File: src/uc_pkg.sv
// Shared constants for the undercurrent and inrush restraint block
package uc_pkg;

    // Clock rate and the one millisecond time base
    localparam int CLK_HZ = 20_000_000;
    localparam int TICK_MS = 1;
    localparam int CYCLES_PER_MS = (CLK_HZ / 1000) * TICK_MS;

    // Data widths: currents in 0,01 x rated current, ratios in 0,01 steps
    localparam int CUR_W = 16;
    localparam int RATIO_W = 9;
    localparam int PCT_W = 7;
    localparam int PU_DLY_W = 10;
    localparam int TRIP_DLY_W = 19;
    localparam int DO_DLY_W = 16;
    localparam int REC_W = 7;
    localparam int CNT_W_DEF = 16;

    // Scale of the drop-out ratio (1,00 equals this figure)
    localparam logic [6:0] RATIO_ONE = 7'h64;

    // Fixed inrush timing in milliseconds
    localparam int INRUSH_HOLD_MS = 200;
    localparam int INRUSH_MAX_MS = 5000;
    localparam int INR_HOLD_W = 8;
    localparam int INR_MAX_W = 13;

    // Trip pulse width in clock cycles when mapped to a trip relay
    localparam int TRIP_PULSE_DEF = 4;

    // Pickup block source selection
    localparam logic [2:0] BLK_NONE = 3'h0;
    localparam logic [2:0] BLK_VAR1 = 3'h1;
    localparam logic [2:0] BLK_VAR2 = 3'h2;
    localparam logic [2:0] BLK_VAR3 = 3'h3;
    localparam logic [2:0] BLK_VAR4 = 3'h4;

    // Reset value of every counter and timer
    localparam logic [31:0] CNT_RST = 32'h0;

endpackage

File: src/inrush_link_if.sv
// Link between the protection core and the inrush detector
`timescale 1ns/1ps
interface inrush_link_if;
    logic tick;
    logic [2:0] phase_det;
    logic block;
    logic event_pulse;

    modport core (output tick, input phase_det, input block, input event_pulse);
    modport det (input tick, output phase_det, output block, output event_pulse);
endinterface

File: src/undercurrent_inrush_protection.sv
// Phase undercurrent protection with inrush restraint, top level
//
// Notes on behaviour
// - Any phase below threshold raises undercurrent
// - Runs only when enabled and mode on
// - Pickup after condition persists pickup delay
// - Trip after pickup held trip delay
// - Pickup held through drop-out delay
// - Clears only above threshold times ratio
// - Selected external block suppresses pickup
// - Zero current blocks when all phases low
// - Block held recovery time after zero
// - Trip is pulse when mapped to relay
// - Per-phase pickup event counters
// - Total pickup counter and trip counter
// - Inrush when second harmonic exceeds percentage
// - Inrush block output off above maximum current
// - Inrush held fixed 0,20 s after release
// - Inrush block limited to 5,00 s
// - Inrush output blocks overcurrent functions
// - Inrush evaluated for each phase separately
// - Inrush events counted
`timescale 1ns/1ps
module undercurrent_inrush_protection import uc_pkg::*; #(
    parameter int TICK_CYCLES = CYCLES_PER_MS,
    parameter int CNT_W = CNT_W_DEF,
    parameter int TRIP_PULSE_CYCLES = TRIP_PULSE_DEF
) (
    input wire logic clock, // 20 MHz function clock
    input wire logic arst_n, // Asynchronous reset, active low
    input wire logic [2:0][CUR_W-1:0] phase_mag, // Phase magnitudes, 0,01 In
    input wire logic [2:0][PCT_W-1:0] h2_pct, // Second harmonic, percent
    input wire logic function_enable, // Function enabled
    input wire logic operate_on, // Group operate mode on
    input wire logic [CUR_W-1:0] pickup_thr, // Pickup value, 0,01 In
    input wire logic [RATIO_W-1:0] dropout_ratio, // Drop-out ratio, 0,01 steps
    input wire logic [PU_DLY_W-1:0] pickup_delay_ms, // Pickup delay, ms
    input wire logic [TRIP_DLY_W-1:0] trip_delay_ms, // Trip delay, ms
    input wire logic [DO_DLY_W-1:0] dropout_delay_ms, // Drop-out delay, ms
    input wire logic cur_sup_en, // Current supervision enabled
    input wire logic [CUR_W-1:0] zero_level, // Zero level, 0,01 In
    input wire logic [REC_W-1:0] recovery_ms, // Recovery time, ms
    input wire logic [2:0] block_sel, // Pickup block source
    input wire logic [3:0] user_var, // User-defined variables 1..4
    input wire logic trip_relay_mapped, // Trip drives a trip relay
    input wire logic inrush_en, // Inrush restraint enabled
    input wire logic [PCT_W-1:0] inrush_pickup_pct, // Inrush pickup, percent
    input wire logic [CUR_W-1:0] inrush_max_cur, // Inrush max current, 0,01 In
    input wire logic counter_clear, // Clears all counters
    output logic pickup, // Pickup level
    output logic [2:0] phase_pickup, // Per-phase pickup level
    output logic trip, // Trip, pulse or level
    output logic operation_blocked, // Protection blocked
    output logic inrush_block, // Inrush restraint block level
    output logic [2:0] inrush_phase, // Per-phase inrush detection
    output logic [CNT_W-1:0] cnt_pickup, // Total pickup count
    output logic [CNT_W-1:0] cnt_trip, // Trip count
    output logic [2:0][CNT_W-1:0] cnt_phase, // Per-phase pickup counts
    output logic [CNT_W-1:0] cnt_inrush // Inrush event count
);

    localparam int TICK_W = $clog2(TICK_CYCLES + 1);
    localparam int PROD_W = CUR_W + RATIO_W + 1;
    localparam int PULSE_W = $clog2(TRIP_PULSE_CYCLES + 1);

    inrush_link_if link ();

    logic [TICK_W-1:0] tick_cnt_reg;
    logic tick_reg;
    logic active;
    logic [2:0] cond_reg;
    logic ext_block;
    logic all_zero;
    logic zero_hold_reg;
    logic [REC_W-1:0] rec_cnt_reg;
    logic blocked;
    logic qual;
    logic pickup_reg;
    logic [PU_DLY_W-1:0] pu_cnt_reg;
    logic [DO_DLY_W-1:0] do_cnt_reg;
    logic trip_level_reg;
    logic [TRIP_DLY_W-1:0] tr_cnt_reg;
    logic trip_level_d_reg;
    logic [PULSE_W-1:0] pulse_cnt_reg;
    logic trip_reg;
    logic [2:0] phase_pickup_reg;
    logic pickup_d_reg;
    logic [2:0] phase_pickup_d_reg;
    logic blocked_reg;

    // One millisecond tick for every timer except the trip pulse
    always_ff @(posedge clock or negedge arst_n) begin
        if (!arst_n) begin
            tick_cnt_reg <= CNT_RST[TICK_W-1:0];
            tick_reg <= 1'b0;
        end else if (tick_cnt_reg == TICK_W'(TICK_CYCLES - 1)) begin
            tick_cnt_reg <= CNT_RST[TICK_W-1:0];
            tick_reg <= 1'b1;
        end else begin
            tick_cnt_reg <= tick_cnt_reg + 1'b1;
            tick_reg <= 1'b0;
        end
    end

    assign link.tick = tick_reg;

    // Function runs only when enabled and on in this group
    assign active = function_enable && operate_on;

    // Per-phase undercurrent with drop-out ratio hysteresis
    for (genvar p = 0; p < 3; p++) begin : g_cond
        logic [PROD_W-1:0] meas_scaled;
        logic [PROD_W-1:0] thr_scaled;
        assign meas_scaled = PROD_W'(phase_mag[p]) * PROD_W'(RATIO_ONE);
        assign thr_scaled = PROD_W'(pickup_thr) * PROD_W'(dropout_ratio);
        always_ff @(posedge clock or negedge arst_n) begin
            if (!arst_n) begin
                cond_reg[p] <= 1'b0;
            end else if (!active) begin
                cond_reg[p] <= 1'b0;
            end else if (phase_mag[p] < pickup_thr) begin
                cond_reg[p] <= 1'b1;
            end else if (meas_scaled >= thr_scaled) begin
                cond_reg[p] <= 1'b0;
            end
        end
    end

    // External blocking source selection
    always_comb begin
        case (block_sel)
            BLK_VAR1: ext_block = user_var[0];
            BLK_VAR2: ext_block = user_var[1];
            BLK_VAR3: ext_block = user_var[2];
            BLK_VAR4: ext_block = user_var[3];
            default: ext_block = 1'b0;
        endcase
    end

    // Zero current: all three phases below the zero level
    assign all_zero = cur_sup_en && (phase_mag[0] < zero_level) &&
        (phase_mag[1] < zero_level) && (phase_mag[2] < zero_level);

    // Recovery hold after the zero level is left
    always_ff @(posedge clock or negedge arst_n) begin
        if (!arst_n) begin
            zero_hold_reg <= 1'b0;
            rec_cnt_reg <= CNT_RST[REC_W-1:0];
        end else if (all_zero) begin
            zero_hold_reg <= 1'b1;
            rec_cnt_reg <= CNT_RST[REC_W-1:0];
        end else if (!cur_sup_en || (zero_hold_reg && (rec_cnt_reg >= recovery_ms))) begin
            zero_hold_reg <= 1'b0;
        end else if (zero_hold_reg && tick_reg) begin
            rec_cnt_reg <= rec_cnt_reg + 1'b1;
        end
    end

    assign blocked = !active || ext_block || all_zero || zero_hold_reg;
    assign qual = (cond_reg != 3'h0) && !blocked;

    // Pickup delay and drop-out delay
    always_ff @(posedge clock or negedge arst_n) begin
        if (!arst_n) begin
            pickup_reg <= 1'b0;
            pu_cnt_reg <= CNT_RST[PU_DLY_W-1:0];
            do_cnt_reg <= CNT_RST[DO_DLY_W-1:0];
        end else if (blocked) begin
            pickup_reg <= 1'b0;
            pu_cnt_reg <= CNT_RST[PU_DLY_W-1:0];
            do_cnt_reg <= CNT_RST[DO_DLY_W-1:0];
        end else if (!pickup_reg) begin
            do_cnt_reg <= CNT_RST[DO_DLY_W-1:0];
            if (!qual) begin
                pu_cnt_reg <= CNT_RST[PU_DLY_W-1:0];
            end else if (pu_cnt_reg >= pickup_delay_ms) begin
                pickup_reg <= 1'b1;
            end else if (tick_reg) begin
                pu_cnt_reg <= pu_cnt_reg + 1'b1;
            end
        end else begin
            if (qual) begin
                do_cnt_reg <= CNT_RST[DO_DLY_W-1:0];
            end else if (do_cnt_reg >= dropout_delay_ms) begin
                pickup_reg <= 1'b0;
                pu_cnt_reg <= CNT_RST[PU_DLY_W-1:0];
            end else if (tick_reg) begin
                do_cnt_reg <= do_cnt_reg + 1'b1;
            end
        end
    end

    // Trip delay, cleared whenever pickup drops
    always_ff @(posedge clock or negedge arst_n) begin
        if (!arst_n) begin
            trip_level_reg <= 1'b0;
            tr_cnt_reg <= CNT_RST[TRIP_DLY_W-1:0];
        end else if (!pickup_reg) begin
            trip_level_reg <= 1'b0;
            tr_cnt_reg <= CNT_RST[TRIP_DLY_W-1:0];
        end else if (!trip_level_reg) begin
            if (tr_cnt_reg >= trip_delay_ms) begin
                trip_level_reg <= 1'b1;
            end else if (tick_reg) begin
                tr_cnt_reg <= tr_cnt_reg + 1'b1;
            end
        end
    end

    // Trip pulse of fixed width on each new trip
    always_ff @(posedge clock or negedge arst_n) begin
        if (!arst_n) begin
            trip_level_d_reg <= 1'b0;
            pulse_cnt_reg <= CNT_RST[PULSE_W-1:0];
        end else begin
            trip_level_d_reg <= trip_level_reg;
            if (!trip_level_reg) begin
                pulse_cnt_reg <= CNT_RST[PULSE_W-1:0];
            end else if (!trip_level_d_reg) begin
                pulse_cnt_reg <= PULSE_W'(TRIP_PULSE_CYCLES);
            end else if (pulse_cnt_reg != CNT_RST[PULSE_W-1:0]) begin
                pulse_cnt_reg <= pulse_cnt_reg - 1'b1;
            end
        end
    end

    // Registered outputs: trip as pulse or level, phase pickups
    always_ff @(posedge clock or negedge arst_n) begin
        if (!arst_n) begin
            trip_reg <= 1'b0;
            phase_pickup_reg <= 3'h0;
            blocked_reg <= 1'b0;
        end else begin
            trip_reg <= trip_relay_mapped ? (pulse_cnt_reg != CNT_RST[PULSE_W-1:0])
                : trip_level_reg;
            phase_pickup_reg <= pickup_reg ? cond_reg : 3'h0;
            blocked_reg <= blocked;
        end
    end

    // Edge detection for the event counters
    always_ff @(posedge clock or negedge arst_n) begin
        if (!arst_n) begin
            pickup_d_reg <= 1'b0;
            phase_pickup_d_reg <= 3'h0;
        end else begin
            pickup_d_reg <= pickup_reg;
            phase_pickup_d_reg <= phase_pickup_reg;
        end
    end

    // Per-phase pickup counters
    for (genvar p = 0; p < 3; p++) begin : g_cnt
        event_counter #(.W(CNT_W)) u_cnt_phase (
            .clock(clock),
            .arst_n(arst_n),
            .clear(counter_clear),
            .inc(phase_pickup_reg[p] && !phase_pickup_d_reg[p]),
            .count(cnt_phase[p])
        );
    end

    // Total pickup, trip and inrush counters
    event_counter #(.W(CNT_W)) u_cnt_pickup (
        .clock(clock),
        .arst_n(arst_n),
        .clear(counter_clear),
        .inc(pickup_reg && !pickup_d_reg),
        .count(cnt_pickup)
    );

    event_counter #(.W(CNT_W)) u_cnt_trip (
        .clock(clock),
        .arst_n(arst_n),
        .clear(counter_clear),
        .inc(trip_level_reg && !trip_level_d_reg),
        .count(cnt_trip)
    );

    event_counter #(.W(CNT_W)) u_cnt_inrush (
        .clock(clock),
        .arst_n(arst_n),
        .clear(counter_clear),
        .inc(link.event_pulse),
        .count(cnt_inrush)
    );

    // Inrush restraint on the three phase currents
    inrush_detector u_inrush (
        .clock(clock),
        .arst_n(arst_n),
        .link(link),
        .phase_mag(phase_mag),
        .h2_pct(h2_pct),
        .enable(inrush_en),
        .pickup_pct(inrush_pickup_pct),
        .max_cur(inrush_max_cur)
    );

    assign pickup = pickup_reg;
    assign phase_pickup = phase_pickup_reg;
    assign trip = trip_reg;
    assign operation_blocked = blocked_reg;
    assign inrush_block = link.block;
    assign inrush_phase = link.phase_det;

endmodule

File: src/event_counter.sv
// Saturating event counter with synchronous clear
`timescale 1ns/1ps
module event_counter import uc_pkg::*; #(
    parameter int W = CNT_W_DEF
) (
    input wire logic clock, // Function clock
    input wire logic arst_n, // Asynchronous reset, active low
    input wire logic clear, // Clears the count
    input wire logic inc, // One-cycle event pulse
    output logic [W-1:0] count // Current count
);

    // Count events, hold at all ones, clear on request
    always_ff @(posedge clock or negedge arst_n) begin
        if (!arst_n) begin
            count <= CNT_RST[W-1:0];
        end else if (clear) begin
            count <= CNT_RST[W-1:0];
        end else if (inc && (count != {W{1'b1}})) begin
            count <= count + {{(W-1){1'b0}}, 1'b1};
        end
    end

endmodule

File: src/inrush_detector.sv
// Second-harmonic inrush detection with hold and maximum duration
`timescale 1ns/1ps
module inrush_detector import uc_pkg::*; (
    input wire logic clock, // Function clock
    input wire logic arst_n, // Asynchronous reset, active low
    inrush_link_if.det link, // Tick in, detection out
    input wire logic [2:0][CUR_W-1:0] phase_mag, // Fundamental magnitudes
    input wire logic [2:0][PCT_W-1:0] h2_pct, // Second harmonic in percent
    input wire logic enable, // Inrush restraint enabled
    input wire logic [PCT_W-1:0] pickup_pct, // Inrush pickup percentage
    input wire logic [CUR_W-1:0] max_cur // Maximum current setting
);

    logic [2:0] det_reg;
    logic [2:0][INR_HOLD_W-1:0] hold_reg;
    logic [INR_MAX_W-1:0] dur_reg;
    logic expired_reg;
    logic block_reg;
    logic event_reg;
    logic over_cur;

    // Any fundamental above the maximum current disables the blocking output
    assign over_cur = (phase_mag[0] > max_cur) || (phase_mag[1] > max_cur) ||
        (phase_mag[2] > max_cur);

    // Per-phase detection, held for the fixed drop-out time
    for (genvar p = 0; p < 3; p++) begin : g_phase
        always_ff @(posedge clock or negedge arst_n) begin
            if (!arst_n) begin
                det_reg[p] <= 1'b0;
                hold_reg[p] <= CNT_RST[INR_HOLD_W-1:0];
            end else if (!enable) begin
                det_reg[p] <= 1'b0;
                hold_reg[p] <= CNT_RST[INR_HOLD_W-1:0];
            end else if (h2_pct[p] > pickup_pct) begin
                det_reg[p] <= 1'b1;
                hold_reg[p] <= CNT_RST[INR_HOLD_W-1:0];
            end else if (det_reg[p] && (hold_reg[p] >= INR_HOLD_W'(INRUSH_HOLD_MS))) begin
                det_reg[p] <= 1'b0;
            end else if (det_reg[p] && link.tick) begin
                hold_reg[p] <= hold_reg[p] + 1'b1;
            end
        end
    end

    // Maximum block duration, rearmed once all detections clear
    always_ff @(posedge clock or negedge arst_n) begin
        if (!arst_n) begin
            dur_reg <= CNT_RST[INR_MAX_W-1:0];
            expired_reg <= 1'b0;
        end else if (det_reg == 3'h0) begin
            dur_reg <= CNT_RST[INR_MAX_W-1:0];
            expired_reg <= 1'b0;
        end else if (dur_reg >= INR_MAX_W'(INRUSH_MAX_MS)) begin
            expired_reg <= 1'b1;
        end else if (link.tick) begin
            dur_reg <= dur_reg + 1'b1;
        end
    end

    // Blocking output and its rising-edge event
    always_ff @(posedge clock or negedge arst_n) begin
        if (!arst_n) begin
            block_reg <= 1'b0;
            event_reg <= 1'b0;
        end else begin
            block_reg <= enable && (det_reg != 3'h0) && !expired_reg && !over_cur;
            event_reg <= enable && (det_reg != 3'h0) && !expired_reg && !over_cur &&
                !block_reg;
        end
    end

    assign link.phase_det = det_reg;
    assign link.block = block_reg;
    assign link.event_pulse = event_reg;

endmodule

File: config.mk
export PLATFORM = sky130hd
export DESIGN_NAME = undercurrent_inrush_protection
export DESIGN_NICKNAME = d
export VERILOG_FILES = /design/src/uc_pkg.sv /design/src/inrush_link_if.sv /design/src/undercurrent_inrush_protection.sv /design/src/event_counter.sv /design/src/inrush_detector.sv
export SDC_FILE = /design/constraint.sdc
export NUM_CORES = 1
export LEC_CHECK = 0
export BUFFER_PORTS_ARGS = -buffer_cell sky130_fd_sc_hd__buf_4
export CAP_MARGIN = 20
export CORE_UTILIZATION = 40
export CTS_CLUSTER_DIAMETER = 50
export DETAILED_ROUTE_END_ITERATION = 7
export PLACE_DENSITY = 0.73
export SLEW_MARGIN = 20
export SYNTH_ARGS = -nofsm -noshare
export SYNTH_HDL_FRONTEND = slang
export SYNTH_SLANG_ARGS = --single-unit
export TNS_END_PERCENT = 20
File: constraint.sdc
create_clock -name clock -period 2.8 [get_ports clock]
set_input_delay 0.42 -clock clock [delete_from_list [all_inputs] [get_ports clock]]
set_output_delay 0.42 -clock clock [all_outputs]
set_load 0.1 [all_outputs]
; Word level (Yosys, flattened, before mapping)
; Cells that the tools add are included.
[word_totals]
reg_bits = 226
latchBits = 0
ramBits = 0
romBits = 0
out_inout_bits = 106
elab_cells = 265
n_memories = 0
[classes]
n_addsub = 16
mul = 4
n_div = 0
order_cmp = 23
n_eq_ne = 35
shift = 0
muxes = 85
n_bitwise = 0
n_reduce_logical = 67
[ops]
columns = op, count
row1 = 16-bit two-way mux, 17
row2 = 16-bit by 1-bit adder with 16-bit output (second input constant), 7
row3 = 16-bit < comparator, 6
row4 = 8-bit two-way mux, 12
row5 = 16-bit != test (second input constant), 6
row6 = 19-bit two-way mux, 4
row7 = 23-bit by 25-bit >= comparator with 1-bit output, 3
row8 = 10-bit two-way mux, 7
row9 = 16-bit by 5-bit multiplier with 21-bit output (second input constant), 3
row10 = 16-bit > comparator, 3
row11 = 13-bit two-way mux, 3
row12 = 1-bit two-way mux, 33
row13 = 1-bit logical AND, 28
row14 = 3-bit by 1-bit != test with 1-bit output (second input constant), 9
row15 = 16-bit by 9-bit multiplier with 25-bit output, 1
row16 = 8-bit by 1-bit adder with 8-bit output (second input constant), 3
row17 = 8-bit >= comparator (second input constant), 3
row18 = 7-bit > comparator, 3
row19 = 7-bit two-way mux, 3
row20 = 2-bit nonzero test, 10
row21 = 19-bit by 1-bit adder with 19-bit output (second input constant), 1
row22 = 19-bit >= comparator, 1
row23 = 16-bit >= comparator, 1
row24 = 15-bit by 1-bit adder with 15-bit output (second input constant), 1
row25 = 26 further kinds, 62

; Depth between registers and ports, before layout
; Gate-level depths: netlist of the first run.
[logic_depth]
word_depth = 11
ltp_mapped = 27

; Hierarchy
; From an unflattened synthesis of the first run, not the netlist that was laid out.
[unflattened]
hier_cells = 3060
hier_area_um2 = 27074.7
[modules_own_cells]
columns = mod, instances, cells_per_inst, area_each_um2, seq_area_each_um2
row1 = undercurrent_inrush_protection, 1, 2065, 17753.3, 2177.1
row2 = event_counter, 6, 98, 942.2, 400.4
row3 = inrush_detector, 1, 407, 3668.5, 1076.0

; Worst setup path after synthesis of the first run
; Ideal clock, no wire load.
[synth_path]
path_type = input to register
startpoint = input port dropout_ratio[8]
endpoint = register cond_reg[0]
setup_ns = 0.082
t_arrival_ns = 6.235
t_required_ns = 2.718
path_slack_ns = -3.517
cell_stages = 26
path_buffers = 1
cell_sequence = clkbuf_1 -> nand2_1 -> fa_1 -> fa_1 -> inv_1 -> fa_1 -> inv_1 -> fa_1 -> inv_1 -> ha_1 -> nand2_1 -> o311ai_0 -> nand2_1 -> o21bai_1 -> a21oi_1 -> xor2_1 -> ha_1 -> o21ai_0 -> nor2_1 -> a211o_1 -> maj3_2 -> a31o_1 -> maj3_2 -> a31oi_1 -> o211ai_1 -> o22ai_1
[synth_between]
elab_chain_cells = 3
[synth_lines]
columns = element, line_no
row1 = "start, declared", undercurrent_inrush_protection.sv:36  ; input wire logic [RATIO_W-1:0] dropout_ratio,
row2 = 16-bit by 9-bit multiplier with 25-bit output, undercurrent_inrush_protection.sv:115  ; assign thr_scaled = PROD_W'(pickup_thr) * PROD_W'(dropout_ratio);
row3 = 23-bit by 25-bit >= comparator with 1-bit output, undercurrent_inrush_protection.sv:123  ; end else if (meas_scaled >= thr_scaled) begin
row4 = 3-bit by 1-bit != test with 1-bit output (no source line), --
row5 = "end signal, assigned by index", undercurrent_inrush_protection.sv:118  ; cond_reg[p] <= 1'b0;
row6 = "end signal, assigned by index", undercurrent_inrush_protection.sv:122  ; cond_reg[p] <= 1'b1;
row7 = "end signal, assigned by index", undercurrent_inrush_protection.sv:124  ; cond_reg[p] <= 1'b0;
row8 = "end, declared", undercurrent_inrush_protection.sv:71  ; logic [2:0] cond_reg;
; Every way passes these cells.
; A chain may end at the register's enable or synchronous reset.

; Worst setup path after layout of the first run
[layout_path]
startpoint = input port pickup_thr[6]
endpoint = register cond_reg[0]
[layout_between]
elab_chain_cells = 3
word_cells_on_any_way = 6
classes_between = 1 x mul / 2 x order compare / 1 x eq/ne / 2 x mux
[layout_lines]
columns = element, line_no
row1 = "start, declared", undercurrent_inrush_protection.sv:35  ; input wire logic [CUR_W-1:0] pickup_thr,
row2 = 16-bit by 9-bit multiplier with 25-bit output or 16-bit < comparator (tied branches), "undercurrent_inrush_protection.sv:115, undercurrent_inrush_protection.sv:121"
row3 = 23-bit by 25-bit >= comparator with 1-bit output or 1-bit two-way mux (tied branches), "undercurrent_inrush_protection.sv:123, undercurrent_inrush_protection.sv:121"
row4 = 3-bit by 1-bit != test with 1-bit output (no source line) or 1-bit two-way mux (tied branches), --
; Several ways; a longest one is shown, not always the timed one.

==> metrics.yaml, run 1 <==
busiest_layer: "met2"
yosysSeqAreaShare: 0.222
crit_path_frequent_cell: "fa_1"
slowest_delay_ns: 0.57
finalWeightedCongestion: 0.898
synth_fp_nets: 3673
status: "finished with violations"
overflow: 0
finalPower_uw: 24400
max_clock_freq_ghz: 0.172
synth-edff-count: 0
maxCapViolations: 0
grt_max_degree: 97
hold_path_depth: 2
rsz0062_at_grt: "yes"
synth_area_per_cell_um2: 8.93
slew_viol_final: 0
cts_max_level: 1
finClkSkew_ns: 0.0187
fin_crit_sh: 2.08
p_leak_uw: 0.0175
vias_per_cell: 5.09
min_to: "trip"
wirelength_mm: 70.7
fin_crit_ns: 5.83
cp.arrival_ns: 6.29
worst_pin_slew_ns: 1.01
firstDrtPassIters: 5
synth-async-reset-ratio: 1.00
crit_type: "primary input to flip-flop"
dp.final_hpwl_mm: 59.0
ios: 306
grt_use_total: 0.217
die_w_um: 255
grt_pass1_vias: 22400
reg2reg_to: "tr_cnt_reg[6]"
required_ns: 3.26
die_h_um: 255
clockRootBuffer: "clkbuf_16"
core_mm2: 0.0631
grt_use_met2: 0.397
dp_slack_ns: -3.48
ys.flop_type: "dfrtp_1"
crit_family: "adder cells"
area_growth_pct: 30.7
r2r_start: "tr_cnt_reg[0]"
drive_gt1_frac: 0.249
syn_area_mm2: 0.0255
p_per_area_mw_per_mm2: 733
std_cell_rows: 92
worst_slack_ns: -3.03
layout_commonest_cell: "buf_4"
holdCritStartpoint: "trip_relay_mapped"
port_buffers: 305
clk_pin_slew_ns: 0.06
r2r_slack_ns: -0.11
met3_usage: 0.0276
num-fill-cells: 5690
clock_latency_ns: 0.55
synth.distinct_cells: 66
relSlewSlack: 0.324
vdd_drop_max_mv: 1.27
postRouteAntennaNets: 0
path_max_fanout: 6
nets: 4348
wl_per_cell_um: 16.1
violations: "negative setup slack"
reg2regPathDepth: 14
largest_reg_flops: 48
floorplan.initialDensity: 0.404
yosys_warnings: 0
crit_buf_inv: 3
grt_pass1_wl_mm: 113
antenna_found_initial: 2
placed_cell_area_mm2: 0.0317
vias: 22400
drc: 0
hold_viol_final: 0
final_area_mm2: 0.0333
gr-usage-met1: 0.255
ys_seq_elements: 226
cp_slowest_cell: "fa_1"
clock_path_buffers: 3
hold_class: "primary input to flip-flop"
crit_path_start_kind: "primary input"
die-area_mm2: 0.0648
fin_setup_tns_ns: -9.24
layout_common_cells: "buf_4, ha_1, inv_1, nor2_1, dfrtp_1"
cts_tree: "done"
cts_buffers: 26
synthCells: 2855
drt_iter0_markers: 1186
setup_viol: 11
clock-sinks: 226
endpoint_kind: "flip-flop"
[timing repair]
item	CTS	global route
buffers inserted	15	6
pin swaps	62	68
gates cloned	1	1
resized for setup	59	69
hold buffers	1	0
setup endpoints to repair	48	57
hold endpoints to repair	66	0
[synthesized netlist by cell type, types with 29 or more instances]
cell / n / area [µm²]
and3_1: 56 / 350
xor2_1: 110 / 963
a21oi_1: 116 / 581
and2_1: 120 / 751
dfrtp_1: 226 / 5660
nand3_1: 76 / 380
nor3_1: 37 / 185
nand2b_1: 33 / 206
nor2_1: 256 / 961
ha_1: 486 / 6080
xnor2_1: 103 / 902
nor2b_1: 29 / 181
a21o_1: 72 / 541
fa_1: 132 / 2640
clkbuf_1: 38 / 143
nand4_1: 47 / 294
nand2_1: 157 / 589
o21ai_0: 86 / 430
inv_1: 410 / 1540
[worst max-delay path by stage]
stage | start | endpoint | cells after the start | slack (ns)
3_3_place_gp | dropout_ratio[0] | cond_reg[1] | 25 | -3.42
6_report | pickup_thr[6] | cond_reg[0] | 25 | -3.03
4_1_cts | pickup_thr[3] | cond_reg[0] | 28 | -2.84
5_1_grt | dropout_ratio[5] | cond_reg[1] | 27 | -3.23
2_1_floorplan | dropout_ratio[3] | cond_reg[0] | 27 | -2.98
3_5_place_dp | dropout_ratio[5] | cond_reg[1] | 27 | -3.48
[per-layer routing]
layer | routed length, µm | vias to the layer above
met5 | 0 | -
met4 | 3150 | 0
met3 | 3390 | 143
met2 | 35500 | 485
met1 | 28600 | 10700
li1 | - | 11100
[cell families (layout without fill, tap and decap cells)]
family,after synthesis,after routing,synth area share
and+or+nand+nor,879,879,0.172
adders and majority gates,624,624,0.344
xor gates and xnor gates,213,213,0.0731
buffers and inverters,449,1144,0.0661
other,0,2,0
muxes,18,18,0.00716
AOI/OAI and AO/OA,446,446,0.115
DFF,226,226,0.222
[area by class of cell]
cell class,count,area [µm²],share of cell area
antenna,2,5.00,0.000150
inverter,410,1540,0.0462
clock inverter,13,149,0.00447
multi-input combinational,2180,18900,0.566
sequential,226,5670,0.170
timing repair buffer,686,5300,0.159
clock buffer,35,744,0.0223
tap,846,1060,0.0318
[per-stage QoR]
stage | cells | util | hold WS, ns
floorplan | 2855 | - | 0.124
global route | 4396 | 0.528 | 0.151
finish | 4398 | 0.528 | 0.156
detailed placement | 4326 | 0.503 | 0.433
global placement | 4326 | 0.503 | 0.436
CTS | 4389 | 0.522 | 0.141
[power by group]
group          internal (µW)  leakage [µW]  switching [µW]
Combinational           9180        0.0139            8500
Sequential              3280       0.00312            15.9
Clock                   1990      0.000439            1440
Note: power is estimated with default switching activity, not from simulation.
==> run 2, diff against run 1 <==
CTS_BUF_LIST = sky130_fd_sc_hd__clkbuf_4   (was unset)
==> run 2 against run 1 <==
Compared with the run above: the run still ends with negative setup slack left; register-to-register slack better by 0.03 ns; total power down 2.1%; setup slack better by 0.30 ns; sequential share of layout area up 0.10 points; flip-flop and latch count unchanged; critical path type unchanged.
==> metrics.yaml, run 2 (synthesis results as in run 1) <==
layout_commonest_cell: "buf_4"
setup_viol: 13
worst_pin_slew_ns: 0.971
endpoint_kind: "flip-flop"
final_core_util: 0.525
largest_reg_flops: 48
crit_family: "adder cells"
slew_viol_final: 0
grt_pass1_wl_mm: 113
std_cell_rows: 92
ios: 306
grt_pass1_vias: 22600
die_w_um: 255
slowest_delay_ns: 0.51
hold_class: "primary input to flip-flop"
cp.arrival_ns: 6.12
clock_latency_ns: 0.72
wirelength_mm: 70.7
area_growth_pct: 29.9
cts_tree: "done"
cp_slowest_cell: "fa_1"
dp_slack_ns: -3.48
fin_setup_tns_ns: -8.33
finalWeightedCongestion: 0.898
drc: 0
required_ns: 3.39
antenna_found_initial: 2
port_buffers: 305
clock-sinks: 226
crit_type: "primary input to flip-flop"
cts_max_level: 2
placed_cell_area_mm2: 0.0317
reg2regPathDepth: 14
cp.depth: 27
dp.final_hpwl_mm: 59.0
wl_per_cell_um: 15.9
clockRootBuffer: "clkbuf_4"
crit_path_start_kind: "primary input"
p_per_area_mw_per_mm2: 721
grt_use_total: 0.218
worst_slack_ns: -2.73
core_mm2: 0.0631
status: "finished with violations"
floorplan.initialDensity: 0.404
num-fill-cells: 5717
path_max_fanout: 6
die-area_mm2: 0.0648
crit_path_frequent_cell: "fa_1"
rsz0062_at_grt: "yes"
vias: 22500
hold_path_depth: 3
finalPower_uw: 23900
finClkSkew_ns: 0.0261
drive_gt1_frac: 0.251
die_h_um: 255
layout_common_cells: "buf_4, ha_1, inv_1, nor2_1, dfrtp_1"
max_clock_freq_ghz: 0.181
clock_path_buffers: 3
overflow: 0
p_leak_uw: 0.0174
firstDrtPassIters: 5
fin_crit_sh: 1.97
nets: 4378
clk_pin_slew_ns: 0.06
fin_crit_ns: 5.53
postRouteAntennaNets: 0
violations: "negative setup slack"
grt_max_degree: 97
final_area_mm2: 0.0331
cts_buffers: 56
vdd_drop_max_mv: 1.38
drt_iter0_markers: 1215
maxCapViolations: 0
vias_per_cell: 5.06
hold_viol_final: 0
relSlewSlack: 0.353
crit_buf_inv: 5
-- run 2: worst paths after layout --
path / start / to / slack (ns)
worst max register to register: tr_cnt_reg[0] / tr_cnt_reg[10] / -0.08
worst min register to register: phase_pickup[0] / phase_pickup_d_reg[0] / 0.45
max in group asynchronous: arst_n / tr_cnt_reg[14] / 1.81
min in group asynchronous: arst_n / g_cnt[1].u_cnt_phase.count[8] / 0.28
worst min-delay path: function_enable / cond_reg[0] / 0.08
worst max-delay path: dropout_ratio[4] / cond_reg[1] / -2.73
-- run 2: per-layer routing --
layer	routed length, µm	vias to the layer above	GRT usage
li1	-	11200	-
met1	28700	10700	0.255
met2	35500	508	0.397
met3	3330	164	0.0262
met4	3150	2	0.0964
met5	11	-	0
-- run 2: what timing repair did --
item,4_1_cts,5_1_grt
cloned,1,0
endpoints found under the setup margin,32,48
setup buffers,15,6
hold endpoints to repair,71,0
hold buffers,4,0
resized for setup,71,42
pin swaps,87,37
-- run 2: stage by stage --
step	hold WS (ns)	instances
after global routing	0.0694	4454
after CTS	0.00231	4449
after floorplan	0.124	2855
final	0.0819	4454
after detailed placement	0.433	4326
after global placement	0.436	4326
-- run 2: worst register-to-register path, delay by kind of cell (launching register included) --
family	cells	cell delay, ns
compound gates	8	1.43
simple gates	3	0.57
buf+inv	2	0.23
fa+ha+maj	1	0.19
flops	1	0.39
-- run 2: final cells by class --
type,instances,area (µm²),share of cell area
Multi-Input combinational cell,2180,18800,0.569
Timing Repair Buffer,686,5320,0.161
Clock inverter,30,146,0.00442
Inverter,410,1540,0.0465
Sequential cell,226,5670,0.171
Antenna cell,2,5.00,0.000151
Tap cell,846,1060,0.0320
Clock buffer,74,556,0.0168
-- run 2: power breakdown --
part	internal [µW]	total, µW	switching [µW]
sequential	3280	3300	16.6
clock	1330	2730	1390
combinational	9200	17900	8680
==> run 3, diff against run 2 <==
HOLD_SLACK_MARGIN = 0.15   (was unset)
==> run 3 against run 2 <==
Compared with the run above: the flow still finishes with violations (negative setup slack); critical path depth unchanged; largest power group unchanged; total power about the same; clock skew is essentially flat; final cell count is essentially flat; fmax shrank 0.11%; global-route usage about the same; non-clock buffer count is 3 higher; clock power about the same; final area is essentially flat; utilization is essentially flat; critical endpoint unchanged; first-iteration DRC count up 0.25%; die area stayed put.
==> metrics.yaml, run 3 (synthesis results as in run 1) <==
status: "finished with violations"
violations: "negative setup slack"
drt_iter0_markers: 1218
slowest_delay_ns: 0.51
grt_max_degree: 97
crit_path_frequent_cell: "fa_1"
clock-sinks: 226
fin_crit_ns: 5.53
reg2regPathDepth: 14
largest_reg_flops: 48
grt_pass1_wl_mm: 113
die_h_um: 255
finClkSkew_ns: 0.0261
r2r_slack_ns: -0.07
crit_buf_inv: 5
vias: 22600
max_clock_freq_ghz: 0.181
std_cell_rows: 92
vias_per_cell: 5.06
grt_use_total: 0.218
final_area_mm2: 0.0332
finalWeightedCongestion: 0.898
wl_per_cell_um: 15.9
p_per_area_mw_per_mm2: 721
wirelength_mm: 70.7
overflow: 0
placed_cell_area_mm2: 0.0317
cp_slowest_cell: "fa_1"
die-area_mm2: 0.0648
layout_common_cells: "buf_4, ha_1, inv_1, nor2_1, dfrtp_1"
cp.depth: 27
p_leak_uw: 0.0174
path_max_fanout: 6
maxCapViolations: 0
cts_max_level: 2
clock_path_buffers: 3
antenna_found_initial: 2
clk_pin_slew_ns: 0.07
vdd_drop_max_mv: 1.38
core_mm2: 0.0631
worst_slack_ns: -2.73
relSlewSlack: 0.357
firstDrtPassIters: 5
fin_crit_sh: 1.98
drive_gt1_frac: 0.250
reg2reg_to: "tr_cnt_reg[10]"
port_buffers: 305
holdCritStartpoint: "h2_pct[20]"
hold_class: "primary input to flip-flop"
worst_pin_slew_ns: 0.964
hold_slack_ns: 0.215
slew_viol_final: 0
hold_viol_final: 0
cp.arrival_ns: 6.10
rsz0062_at_grt: "yes"
cts_buffers: 56
dp_cells: 4326
crit_family: "adder cells"
drc: 0
min_to: "u_inrush.link.phase_det[2]"
area_growth_pct: 30.0
final_cells: 4457
setup_viol: 13
crit_type: "primary input to flip-flop"
r2r_start: "tr_cnt_reg[0]"
required_ns: 3.37
die_w_um: 255
cts_tree: "done"
ios: 306
fin_setup_tns_ns: -8.32
nets: 4381
layout_commonest_cell: "buf_4"
crit_path_start_kind: "primary input"
grt_pass1_vias: 22700
postRouteAntennaNets: 0
clockRootBuffer: "clkbuf_4"
dp.final_hpwl_mm: 59.0
hold_path_depth: 4
clock_latency_ns: 0.72
endpoint_kind: "flip-flop"
floorplan.initialDensity: 0.404
## run 3: worst max-delay path by stage
stage                startpoint           to  slack, ns
6_report       dropout_ratio[4]  cond_reg[1]      -2.73
5_1_grt        dropout_ratio[5]  cond_reg[1]      -2.95
4_1_cts           pickup_thr[6]  cond_reg[1]      -2.65
3_5_place_dp   dropout_ratio[5]  cond_reg[1]      -3.48
3_3_place_gp   dropout_ratio[0]  cond_reg[1]      -3.42
2_1_floorplan  dropout_ratio[3]  cond_reg[0]      -2.98
## run 3: timing repair
action                                  4_1_cts  5_1_grt
endpoints found under the hold margin       242        0
cloned                                        1        0
hold buffers                                  7        0
endpoints found under the setup margin       32       48
gates resized for setup                      71       42
buffers inserted                             15        6
pin swaps                                    87       37
## run 3: stage by stage
stage          utilization  worst slack [ns]  power (µW)
2_1_floorplan            -             -2.98       12600
3_3_place_gp         0.503             -3.42       18200
3_5_place_dp         0.503             -3.48       18500
4_1_cts              0.522             -2.65       22700
5_1_grt              0.526             -2.95       26100
6_report             0.526             -2.73       23900
## run 3: power breakdown
| group | leakage [µW] | switching [µW] | internal, µW |
|---|---|---|---|
| sequential | 0.00312 | 16.4 | 3280 |
| clock | 0.000406 | 1390 | 1330 |
| combinational | 0.0139 | 8680 | 9200 |
## run 3: worst min-delay path: cells and delay by family
kind                       cells  cell delay (ns)
adders and majority gates      1             0.13
buffers and inverters          1             0.08
AOI/OAI and AO/OA              2             0.25
## run 3: layout make-up
class                      instances  area (µm²)
clock buffer                      74         556
fill                            5714       29900
clock inverter                    30         146
multi-input combinational       2180       18800
antenna                            2        5.00
inverter                         410        1540
timing repair buffer             689        5350
sequential                       226        5670
tap                              846        1060
## run 3: metal layers
| layer | part of all wire | global-route usage |
|---|---|---|
| met4 | 0.045 | 0.0964 |
| met1 | 0.40 | 0.255 |
| met5 | 0.00016 | 0 |
| met3 | 0.050 | 0.0262 |
| met2 | 0.50 | 0.398 |
